File: src/shared/dpch_pkg.sv
package dpch_pkg;

    // Clock and the pulse width that a counted pulse must exceed.
    localparam int unsigned CLK_PERIOD_NS = 10;
    localparam int unsigned PULSE_MIN_NS = 1_000_000;
    localparam int unsigned PULSE_MIN_CYC = (PULSE_MIN_NS + CLK_PERIOD_NS - 1) / CLK_PERIOD_NS;

    // Seven decimal digits per channel.
    localparam int unsigned DIGITS = 7;
    localparam int unsigned CNT_W = 4 * DIGITS;
    localparam logic [27:0] CNT_MAX = 28'h9999999;
    localparam logic [3:0] DIGIT_MAX = 4'h9;

    // Register byte offsets.
    localparam logic [7:0] CTRL_OFS = 8'h00;
    localparam logic [7:0] STAT_OFS = 8'h04;
    localparam logic [7:0] CNTA_OFS = 8'h08;
    localparam logic [7:0] CNTB_OFS = 8'h0C;
    localparam logic [7:0] DISP_OFS = 8'h10;

    // Field positions.
    localparam int unsigned CTRL_CLR_BIT = 0;
    localparam int unsigned CTRL_SEL_BIT = 1;
    localparam int unsigned CTRL_HOLD_BIT = 2;
    localparam int unsigned STAT_SEL_BIT = 0;
    localparam int unsigned STAT_HOLD_BIT = 1;
    localparam int unsigned STAT_OVFA_BIT = 2;
    localparam int unsigned STAT_OVFB_BIT = 3;
    localparam int unsigned DISP_CHAN_BIT = 31;

    // Values after reset, and the word transfer size.
    localparam logic SEL_RST = 1'b0;
    localparam logic SW_HOLD_RST = 1'b0;
    localparam logic [2:0] HSIZE_WORD = 3'h2;

    typedef struct packed {
        logic [27:0] count;
        logic overflow;
        logic copy;
    } dpch_chan_t;

    typedef enum {BUS_IDLE, BUS_DATA} dpch_bus_t;

endpackage : dpch_pkg
File: src/logic/dpch_pulse_chan.sv
`timescale 1ns/1ps
module dpch_pulse_chan #(
    parameter int unsigned MIN_CYC = dpch_pkg::PULSE_MIN_CYC
) (
    // Clock and reset.
    input wire logic hclk,
    input wire logic hresetn,
    // Control.
    input wire logic pulse_in,
    input wire logic hold,
    input wire logic clear,
    // State.
    output dpch_pkg::dpch_chan_t chan_o
);
    import dpch_pkg::*;

    localparam int unsigned WW = $clog2(MIN_CYC + 2);
    localparam logic [WW-1:0] MIN_W = WW'(MIN_CYC);

    logic [WW-1:0] width_reg, width_next;
    logic [CNT_W-1:0] count_reg, count_next, inc_val;
    logic copy_reg, copy_next, ovf_reg, ovf_next;
    logic accept;
    logic [DIGITS:0] carry;

    assign carry[0] = 1'b1;

    genvar g;
    for (g = 0; g < DIGITS; g++) begin : g_digit
        logic [3:0] d;
        assign d = count_reg[4*g +: 4];
        assign inc_val[4*g +: 4] = !carry[g] ? d : ((d == DIGIT_MAX) ? 4'h0 : d + 4'h1);
        assign carry[g+1] = carry[g] && (d == DIGIT_MAX);
        digit_range_a: assert property (@(posedge hclk) disable iff (!hresetn)
            d <= DIGIT_MAX) else $error("Counter digit left the decimal range.");
    end

    always_comb begin
        width_next = width_reg;
        if (!pulse_in) begin
            width_next = '0;
        end else if (width_reg != MIN_W + 1'b1) begin
            width_next = width_reg + 1'b1;
        end
        // A pulse counts once it has stood high for more than the minimum width.
        accept = pulse_in && (width_reg == MIN_W);
        copy_next = copy_reg;
        if (accept) begin
            copy_next = 1'b1;
        end else if (!pulse_in) begin
            copy_next = 1'b0;
        end
        count_next = count_reg;
        ovf_next = 1'b0;
        if (clear) begin
            count_next = '0;
        end else if (accept && !hold) begin
            count_next = inc_val;
            ovf_next = carry[DIGITS];
        end
    end

    always_ff @(posedge hclk or negedge hresetn) begin
        if (!hresetn) begin
            width_reg <= '0;
            count_reg <= '0;
            copy_reg <= 1'b0;
            ovf_reg <= 1'b0;
        end else begin
            width_reg <= width_next;
            count_reg <= count_next;
            copy_reg <= copy_next;
            ovf_reg <= ovf_next;
        end
    end

    assign chan_o = '{count: count_reg, overflow: ovf_reg, copy: copy_reg};

    min_width_a: assert property (@(posedge hclk) disable iff (!hresetn)
        accept |-> $past(pulse_in) && width_reg == MIN_W)
        else $error("Pulse accepted before the minimum width.");
    count_hold_a: assert property (@(posedge hclk) disable iff (!hresetn)
        hold && !clear |=> $stable(count_reg)) else $error("Counter moved while held.");
    count_step_a: assert property (@(posedge hclk) disable iff (!hresetn)
        accept && !hold && !clear |=> count_reg == $past(inc_val) && count_reg != $past(count_reg))
        else $error("Accepted pulse did not step the counter.");
    count_wrap_a: assert property (@(posedge hclk) disable iff (!hresetn)
        accept && !hold && !clear && count_reg == CNT_MAX |=> count_reg == '0 && ovf_reg)
        else $error("Counter did not wrap to zero with overflow.");
    copy_follow_a: assert property (@(posedge hclk) disable iff (!hresetn)
        accept |=> copy_reg ##0 (copy_reg throughout (pulse_in [*1])) or !pulse_in)
        else $error("Pulse copy did not follow the accepted pulse.");

endmodule : dpch_pulse_chan

File: src/logic/dpch_top.sv
// The placing of the registers and register access over AHB-Lite were left to the implementer.
`timescale 1ns/1ps
module dpch_top #(
    parameter int unsigned MIN_PULSE_CYC = dpch_pkg::PULSE_MIN_CYC
) (
    // Clock and reset.
    input wire logic hclk,
    input wire logic hresetn,
    // AHB-Lite slave.
    input wire logic hsel,
    input wire logic [31:0] haddr,
    input wire logic [1:0] htrans,
    input wire logic hwrite,
    input wire logic [2:0] hsize,
    input wire logic [31:0] hwdata,
    input wire logic hready,
    output logic [31:0] hrdata,
    output logic hreadyout,
    output logic hresp,
    // Meter inputs, hold input and pulse copies.
    input wire logic first_meter_input,
    input wire logic second_meter_input,
    input wire logic hold_in,
    output logic first_meter_copy,
    output logic second_meter_copy,
    // Front panel.
    input wire logic reset_key,
    input wire logic select_key,
    output logic [27:0] display_count,
    output logic display_chan
);
    import dpch_pkg::*;

    dpch_chan_t chan_a, chan_b;

    // Bus state.
    dpch_bus_t bus_reg, bus_next;
    logic [7:0] addr_reg, addr_next;
    logic wr_reg, wr_next;
    logic ok_reg, ok_next;
    logic [31:0] rdata_reg, rdata_next;
    logic ready_reg, ready_next;
    logic sw_hold_reg, sw_hold_next;
    logic sw_clr_reg, sw_clr_next;
    logic sw_sel_reg, sw_sel_next;
    logic ovf_a_reg, ovf_a_next;
    logic ovf_b_reg, ovf_b_next;
    logic take;

    // Panel and channel control state.
    logic rkey_reg, skey_reg;
    logic sel_reg, sel_next;
    logic hold_reg, hold_next;
    logic clear_reg, clear_next;
    logic copy_a_reg, copy_b_reg;
    logic [27:0] disp_reg, disp_next;
    logic disp_chan_reg;
    logic rpress, spress;

    dpch_pulse_chan #(.MIN_CYC(MIN_PULSE_CYC)) u_chan_a (
        .hclk(hclk),
        .hresetn(hresetn),
        .pulse_in(first_meter_input),
        .hold(hold_reg),
        .clear(clear_reg),
        .chan_o(chan_a)
    );

    dpch_pulse_chan #(.MIN_CYC(MIN_PULSE_CYC)) u_chan_b (
        .hclk(hclk),
        .hresetn(hresetn),
        .pulse_in(second_meter_input),
        .hold(hold_reg),
        .clear(clear_reg),
        .chan_o(chan_b)
    );

    // The slave inserts one wait state so that read data comes from a flop.
    always_comb begin
        take = hsel && hready && htrans[1];
        bus_next = bus_reg;
        addr_next = addr_reg;
        wr_next = wr_reg;
        ok_next = ok_reg;
        rdata_next = rdata_reg;
        ready_next = ready_reg;
        sw_hold_next = sw_hold_reg;
        sw_clr_next = 1'b0;
        sw_sel_next = 1'b0;
        ovf_a_next = ovf_a_reg;
        ovf_b_next = ovf_b_reg;
        unique case (bus_reg)
            BUS_IDLE: begin
                if (take) begin
                    addr_next = haddr[7:0];
                    wr_next = hwrite;
                    ok_next = (haddr[31:8] == 24'h000000) && (hsize == HSIZE_WORD);
                    ready_next = 1'b0;
                    bus_next = BUS_DATA;
                end
            end
            BUS_DATA: begin
                ready_next = 1'b1;
                bus_next = BUS_IDLE;
                rdata_next = 32'h00000000;
                if (ok_reg && wr_reg) begin
                    unique case (addr_reg)
                        CTRL_OFS: begin
                            sw_clr_next = hwdata[CTRL_CLR_BIT];
                            sw_sel_next = hwdata[CTRL_SEL_BIT];
                            sw_hold_next = hwdata[CTRL_HOLD_BIT];
                        end
                        STAT_OFS: begin
                            ovf_a_next = ovf_a_reg & ~hwdata[STAT_OVFA_BIT];
                            ovf_b_next = ovf_b_reg & ~hwdata[STAT_OVFB_BIT];
                        end
                        default: begin
                        end
                    endcase
                end else if (ok_reg) begin
                    unique case (addr_reg)
                        CTRL_OFS: rdata_next[CTRL_HOLD_BIT] = sw_hold_reg;
                        STAT_OFS: begin
                            rdata_next[STAT_SEL_BIT] = sel_reg;
                            rdata_next[STAT_HOLD_BIT] = hold_reg;
                            rdata_next[STAT_OVFA_BIT] = ovf_a_reg;
                            rdata_next[STAT_OVFB_BIT] = ovf_b_reg;
                        end
                        CNTA_OFS: rdata_next[27:0] = chan_a.count;
                        CNTB_OFS: rdata_next[27:0] = chan_b.count;
                        DISP_OFS: begin
                            rdata_next[27:0] = disp_reg;
                            rdata_next[DISP_CHAN_BIT] = disp_chan_reg;
                        end
                        default: rdata_next = 32'h00000000;
                    endcase
                end
            end
        endcase
        // A wrap in the same cycle as a clearing write still leaves the flag set.
        if (chan_a.overflow) begin
            ovf_a_next = 1'b1;
        end
        if (chan_b.overflow) begin
            ovf_b_next = 1'b1;
        end
    end

    always_ff @(posedge hclk or negedge hresetn) begin
        if (!hresetn) begin
            bus_reg <= BUS_IDLE;
            addr_reg <= 8'h00;
            wr_reg <= 1'b0;
            ok_reg <= 1'b0;
            rdata_reg <= 32'h00000000;
            ready_reg <= 1'b1;
            sw_hold_reg <= SW_HOLD_RST;
            sw_clr_reg <= 1'b0;
            sw_sel_reg <= 1'b0;
            ovf_a_reg <= 1'b0;
            ovf_b_reg <= 1'b0;
        end else begin
            bus_reg <= bus_next;
            addr_reg <= addr_next;
            wr_reg <= wr_next;
            ok_reg <= ok_next;
            rdata_reg <= rdata_next;
            ready_reg <= ready_next;
            sw_hold_reg <= sw_hold_next;
            sw_clr_reg <= sw_clr_next;
            sw_sel_reg <= sw_sel_next;
            ovf_a_reg <= ovf_a_next;
            ovf_b_reg <= ovf_b_next;
        end
    end

    // Keys are taken as clean levels; a press is the rising edge.
    always_comb begin
        rpress = reset_key && !rkey_reg;
        spress = select_key && !skey_reg;
        // A low or unconnected hold input lets counting go on while the software hold bit is clear.
        hold_next = hold_in || sw_hold_reg;
        clear_next = rpress || sw_clr_reg;
        sel_next = sel_reg ^ (spress || sw_sel_reg);
        disp_next = sel_reg ? chan_b.count : chan_a.count;
    end

    always_ff @(posedge hclk or negedge hresetn) begin
        if (!hresetn) begin
            rkey_reg <= 1'b0;
            skey_reg <= 1'b0;
            sel_reg <= SEL_RST;
            hold_reg <= 1'b0;
            clear_reg <= 1'b0;
            copy_a_reg <= 1'b0;
            copy_b_reg <= 1'b0;
            disp_reg <= 28'h0000000;
            disp_chan_reg <= SEL_RST;
        end else begin
            rkey_reg <= reset_key;
            skey_reg <= select_key;
            sel_reg <= sel_next;
            hold_reg <= hold_next;
            clear_reg <= clear_next;
            copy_a_reg <= chan_a.copy;
            copy_b_reg <= chan_b.copy;
            disp_reg <= disp_next;
            disp_chan_reg <= sel_reg;
        end
    end

    assign hrdata = rdata_reg;
    assign hreadyout = ready_reg;
    assign hresp = 1'b0;
    assign first_meter_copy = copy_a_reg;
    assign second_meter_copy = copy_b_reg;
    assign display_count = disp_reg;
    assign display_chan = disp_chan_reg;

    clear_both_a: assert property (@(posedge hclk) disable iff (!hresetn)
        rpress |=> ##1 chan_a.count == 28'h0000000 && chan_b.count == 28'h0000000)
        else $error("Reset key did not clear both counters.");
    select_flip_a: assert property (@(posedge hclk) disable iff (!hresetn)
        spress && !sw_sel_reg |=> ##1 display_chan != $past(sel_reg, 2))
        else $error("Select key did not switch the shown channel.");
    display_show_a: assert property (@(posedge hclk) disable iff (!hresetn)
        ##1 display_count == ($past(sel_reg) ? $past(chan_b.count) : $past(chan_a.count)))
        else $error("Display does not show the selected count.");
    open_hold_a: assert property (@(posedge hclk) disable iff (!hresetn)
        !hold_in && !sw_hold_reg |=> !hold_reg) else $error("Idle hold input stopped counting.");
    hold_apply_a: assert property (@(posedge hclk) disable iff (!hresetn)
        hold_in [*3] |-> $stable(chan_a.count) || $past(clear_reg))
        else $error("Counter moved under a held input.");
    copy_out_a: assert property (@(posedge hclk) disable iff (!hresetn)
        $rose(chan_a.copy) |=> first_meter_copy ##0 $past(first_meter_input, 2))
        else $error("First pulse copy missing.");
    bus_wait_a: assert property (@(posedge hclk) disable iff (!hresetn)
        take && bus_reg == BUS_IDLE |=> !hreadyout ##1 hreadyout)
        else $error("Bus answer not after exactly one wait state.");
    ovf_sticky_a: assert property (@(posedge hclk) disable iff (!hresetn)
        chan_b.overflow |=> ovf_b_reg) else $error("Overflow flag lost its set.");

endmodule : dpch_top

File: config.mk
export PLATFORM = sky130hd
export DESIGN_NAME = dpch_top
export DESIGN_NICKNAME = d
export VERILOG_FILES = /design/src/shared/dpch_pkg.sv /design/src/logic/dpch_pulse_chan.sv /design/src/logic/dpch_top.sv
export SDC_FILE = /design/constraint.sdc
export NUM_CORES = 1
export LEC_CHECK = 0
export BUFFER_PORTS_ARGS = -buffer_cell sky130_fd_sc_hd__buf_2
export CAP_MARGIN = 0
export CELL_PAD_IN_SITES_DETAIL_PLACEMENT = 1
export CELL_PAD_IN_SITES_GLOBAL_PLACEMENT = 2
export CORE_ASPECT_RATIO = 0.5
export CORE_MARGIN = 8
export CORE_UTILIZATION = 39
export CTS_CLUSTER_SIZE = 10
export DETAILED_ROUTE_END_ITERATION = 8
export PLACE_DENSITY_LB_ADDON = 0.1
export SLEW_MARGIN = 20
export SYNTH_ARGS = -nofsm -noshare
export SYNTH_HDL_FRONTEND = slang
export SYNTH_SLANG_ARGS = --single-unit
File: constraint.sdc
create_clock -name hclk -period 5.67 [get_ports hclk]
set_input_delay 0.2835 -clock hclk [delete_from_list [all_inputs] [get_ports hclk]]
set_output_delay 0.2835 -clock hclk [all_outputs]
set_load 0.05 [all_outputs]
# After elaboration in Yosys (flattened, before gate mapping)
# Index checks and enable logic that the tools add are counted.
# classes
addsub,16
n_reduce_logical,67
mux,68
n_bitwise,5
n_eq_ne,29
# op_table
operator,count
two-way mux 28 bit,5
two-way mux 4 bit,26
two-way mux 32 bit,3
case mux 24 bit (3 select lines),1
two-way mux 17 bit,4
case mux 32 bit (2 select lines),1
"adder 4 x 1 -> 4 bit, second input constant",14
"== test 4 bit, second input constant",14
nonzero test 2 bit,20
"adder 17 x 1 -> 17 bit, second input constant",2
"== test 17 bit, second input constant",2
"!= test 17 bit, second input constant",2
"== test 32 x 1 -> 1 bit, second input constant",1
logical NOT 32 bit,1
AND reduction 2 bit,13
logical NOT 24 bit,1
two-way mux 1 bit,24
logical AND 1 bit,22
"== test 8 x 4 -> 1 bit, second input constant",2
AND reduction 3 bit,3
"== test 8 x 3 -> 1 bit, second input constant",1
"== test 8 x 5 -> 1 bit, second input constant",1
logical NOT 8 bit,1
"!= test 2 x 1 -> 1 bit, second input constant",4
11 further kinds,17
# totals
reg_bits,210
input_bits,79

# Longest topological paths before layout
# logic_depth
ltp_word,9
ltp_mapped,9
ltp_nobuf,7

# Cells and area by module
# Synthesis repeated with hierarchy kept, for this count alone.
# hier_totals
cells_unflattened,907
hier_area_um2,9385.3
# by_module_without_submodules
module,cells_per_inst,n_inst,area_each_um2
dpch_top,324,1,3853.7
dpch_pulse_chan at u_chan_b,298,1,2821.5
dpch_pulse_chan at u_chan_a,285,1,2710.1

# Worst setup path after synthesis
# No wires, ideal clock.
# synth_timing
path_type,register to register
from,register u_chan_a.count_reg[1]
to,register u_chan_a.count_reg[20]
slack_ps,3523
stages_incl_launch_ff,9
required_time_ps,5545
n_path_buf,1
t_arrival_ps,2022
cell_sequence,dfrtp_1 inv_1 ha_1 and3b_1 clkbuf_1 nand4_1 nor3_1 nand2_1 mux2_2
# synth_between
elab_chain_len,7
# synth_rtl
item,line,text
from (decl),dpch_pulse_chan.sv:21,"logic [CNT_W-1:0] count_reg, count_next, inc_val;"
from (signal assigned),dpch_pulse_chan.sv:71,count_reg <= count_next;
== test 4 bit,dpch_pulse_chan.sv:33,assign carry[g+1] = carry[g] && (d == DIGIT_MAX);
logical AND 1 bit (4 in series),dpch_pulse_chan.sv:33,
nonzero test 2 bit (no source line),-,
AND reduction 2 bit (no source line),-,
# Every way passes these cells.
# A chain may end at the register's enable or synchronous reset.

# Final worst setup path
# layout_timing
from,register u_chan_b.width_reg[2]
to,register u_chan_b.count_reg[27]
# layout_between
elab_chain_len,5
# layout_rtl
item,line,text
from (decl),dpch_pulse_chan.sv:20,"logic [WW-1:0] width_reg, width_next;"
from (signal assigned),dpch_pulse_chan.sv:70,width_reg <= width_next;
== test 17 bit,dpch_pulse_chan.sv:46,accept = pulse_in && (width_reg == MIN_W);
logical AND 1 bit,dpch_pulse_chan.sv:46,
logical AND 1 bit,dpch_pulse_chan.sv:57,end else if (accept && !hold) begin
nonzero test 2 bit (no source line),-,
AND reduction 2 bit (no source line),-,
to (signal assigned),dpch_pulse_chan.sv:71,
to (decl),dpch_pulse_chan.sv:21,
# Every way passes these cells.

==> reports/metrics.csv <==
stage;metric;value;unit
layout;Area Growth Syn to Fin;15.6;%
synth;Cell Area, Synth;8980;um2
critical_path;Worst setup SP type;flop;
pwr;Power Total;2.69;mW
cts;CTS max path bufs;2;
die;Rows;39;
run;max-cap violations;0;
pwr;P per Cell Area;259;nW/um2
layout;fill cell count;2606;
critical_path;Buf/Inv on CP;0;
cts;TritonCTS clock tree;done;
drt;DR vias/cell;5.45;
synth;Synth cell types;63;
sta;final hold vios;0;
critical_path;R2R depth;5;
drt;vias;7189;
die;Die Ht;123;um
grt;largest net degree at the start of global routing;77;
grt;antenna violations before repair;0;
sta;Tcrit/Tclk final;50.5;%
die;core area;22700;um2
sta;Slew Limit Headroom;25.0;%
grt;total global routing overflow;0;
sta;final setup TNS;0;ns
cts;# Post-CTS Setup Buffers;0;
critical_path;FF-to-FF Start;u_chan_b.width_reg[2]$_DFFE_PN0P_;
layout;Largest register FFs;29;
die;I/O pins;144;
sta;Final Skew;0.00538;ns
pwr;worst ir drop on vdd;0.000133;V
layout;Nets;1110;
layout;Multi-input gate area;4140;um2
synth;synthesis warning total;0;
cts;Worst-path clk slew;0.07;ns
sta;Tmin final;2.86;ns
critical_path;reg-to-reg slack, setup;2.81;ns
critical_path;Cell Chain, Critical Path;nor4bb_1 > and4_1 > nand4_1 > or4_1 > a21oi_1;
critical_path;worst-path fanout max;14;
synth;post-synthesis sequential area ratio;49.1;%
outcome;outcome;finished, final reports clean;
pwr;Leakage Power;4.78;nW
cts;clk_lat worst skew;0.45;ns
drt;DR DRC count;0;
critical_path;r2r endpoint;u_chan_b.count_reg[27]$_DFFE_PN0P_;
pwr;Sequential Power Share;48.5;%
die;Die X;231;um
pwr;Combinational Power Share;8.9;%
pwr;switching pwr;678;uW
synth;synth top area cells;dfrtp_1, ha_1, nand2_1, a21oi_1, mux2_2;
sta;RSZ-0062 raised after global routing;no;
critical_path;CP max stage delay;0.64;ns
layout;fin cells;1320;
die;die area;28400;um2
drt;drt total wl;24800;um
cts;PostCTS Resize Cnt;0;
drt;wire per inst;18.8;um
place;Final GP Congestion;0.763;
layout;share of cells above drive strength 1;18.7;%
layout;Storage cell area;4410;um2
cts;CTS buffer count;17;
pwr;Clock Power Share;42.7;%
synth;Yosys reg bits;176;
sta;Worst Hold Slack;0.0239;ns
critical_path;Crit. End Element;flop;
critical_path;critical path's top delay family;simple AND/OR/NAND/NOR gates;
critical_path;critical path data arrival time;3.23;ns
layout;number of diodes;0;
synth;share of the synthesized area in the top cell type;48.8;%
drt;DRT iter0 DRCs;393;
sta;Setup violations, final;0;
drt;DRT antenna net count;0;
place;dpl cells;1286;
synth;post-synth top area cell;dfrtp_1;
grt;grt met3 use;4.15;%
cts;root buf cell;clkbuf_16;
synth;Top FF cell, synth;dfrtp_1;
sta;max-slew violations;0;
grt;vias in the first global route;7437;
critical_path;slowest CP cell;or4_1;
critical_path;end point of the critical path;u_chan_b.count_reg[27]$_DFFE_PN0P_;
critical_path;Crit. path cell count;5;
place;Port Buffers;110;
cts;CTS H-Tree Depth;4;
critical_path;Setup crit start;u_chan_b.width_reg[2]$_DFFE_PN0P_;
grt;GRT Util Overall;18.0;%
pwr;switching part of the total;25.2;%
grt;first-pass GRT wire length;40700;um
grt;met1 Use GR;24.7;%
die;Starting Density;39.6;%
synth;Async SR Flop Fraction;100;%
sta;FMAX;349;MHz
synth;Avg Cell Area, Syn;9.93;um2
critical_path;Worst Path Required;6.04;ns
grt;busiest grt layer;met2;
cts;clock sink count;176;
synth;Post-Synthesis Cells;904;
sta;Slew @ Worst Pin;1.13;ns
synth;Post-synth EDFFs;0;
worst_hold_path;hold crit path type;in -> reg;
pwr;Cell Int Power;2.01;mW
grt;GR Layer Usage met2;28.7;%
place;hpwl dp;17400;um
critical_path;Setup CP Type;reg -> reg;
drt;first drt pass iteration count;6;
==> what timing repair did <==
item / CTS / global route
endpoints found under the hold margin: 75 / 0
endpoints found under the setup margin: 0 / 0
hold buffers: 3 / 0
==> tightest hold or removal path: cells and delay by family <==
kind / cells / cell delay (ns)
buf+inv: 1 / 0.07
simple gates: 2 / 0.08
==> placed cells by master, fill, tap and decap left out, drive strengths merged, types with 6 or more instances in the layout <==
cell	count
nand3	39
inv	61
or3	26
o22ai	28
a22o	19
ha	30
clkbuf	26
dfrtp	175
a222oi	8
mux2	23
mux2i	12
xor2	9
nand2	87
nand3b	7
xnor2	19
a21boi	15
buf	119
nor2	36
and4	7
or4	7
o21ai	34
and2	25
and3b	11
nor3	14
nand4	20
nor4	15
nor2b	20
nand2b	6
a21oi	53
==> through the flow <==
| step | setup slack [ns] | utilization (%) | cell area, um2 |
|---|---|---|---|
| finish | 2.81 | 45.7 | 10400 |
| CTS | 2.78 | 45.7 | 10400 |
| global placement | 2.88 | 43.1 | 9790 |
| global route | 2.56 | 45.7 | 10400 |
| detailed placement | 2.84 | 43.1 | 9790 |
| floorplan | 3.52 | - | 8990 |
==> cell families after synthesis <==
group / after synthesis / synth area share [%]
AOI/OAI and AO/OA: 180 / 13.0
xor gates and xnor gates: 28 / 2.73
adders and majority gates: 30 / 4.18
buffers and inverters: 108 / 4.91
DFF: 176 / 49.1
muxes: 35 / 4.22
other: 1 / 0.0418
and+or+nand+nor: 346 / 21.8
==> routing by layer <==
metal | vias to the layer above | part of all wire, % | wire length [um]
li1 | 3406 | - | -
met1 | 3660 | 50 | 12500
met2 | 101 | 45 | 11200
met3 | 22 | 3.6 | 899
met4 | 0 | 1.1 | 279
met5 | - | 0 | 0
==> cells in the mapped netlist, types with 3 or more instances <==
cell type    n
a22o_1      19
ha_1        30
nand2_1     87
and3b_1     11
nor4b_1      3
a21boi_0    15
nand2b_1     6
nor4bb_1     3
inv_1       61
nand4_1     19
a222oi_1     8
and2_1      25
o21ba_2      3
nor3b_1      5
o21ai_0     34
o31ai_1      5
and4_1       5
buf_1        4
nor2b_1     20
nand3b_1     7
mux2_2      23
clkbuf_1    33
buf_4        5
xor2_1       9
or4_1        7
nor2_1      36
nor4_1      13
o41ai_1      3
o22ai_1     28
a21oi_1     53
a21o_1       3
nor3_1      14
dfrtp_1    175
nand3_1     39
and4b_1      5
mux2i_1     12
or3_1       25
xnor2_1     19
==> worst min-delay path by stage <==
stage	to	depth (start not counted)	slack, ns	from
floorplan	addr_reg[0]$_DFFE_PN0P_	0	-0.01	hresetn
global placement	first_meter_copy$_DFF_PN0_	0	0.37	u_chan_a.copy_reg$_DFFE_PN0P_
detailed placement	first_meter_copy$_DFF_PN0_	0	0.36	u_chan_a.copy_reg$_DFFE_PN0P_
CTS	addr_reg[0]$_DFFE_PN0P_	3	0.006	haddr[0]
global route	addr_reg[5]$_DFFE_PN0P_	3	0.02	haddr[5]
finish	addr_reg[5]$_DFFE_PN0P_	3	0.02	haddr[5]
==> power by group through the flow <==
stage | Sequential (mW) | Combinational, mW | Clock, mW
floorplan | 1.34 | 0.127 | 0
global placement | 1.32 | 0.236 | 0
detailed placement | 1.32 | 0.242 | 0
CTS | 1.30 | 0.245 | 1.18
global route | 1.30 | 0.265 | 1.22
finish | 1.30 | 0.239 | 1.15
==> cell type report <==
type                            instances  share of cell area (%)
Sequential cell                       176                    42.5
Multi-Input combinational cell        623                    39.9
Timing Repair Buffer                  122                    6.30
Clock buffer                           26                    4.91
Tap cell                              307                    3.70
Inverter                               61                    2.21
Clock inverter                          5                   0.506
Power figures use the tool's default switching activity.
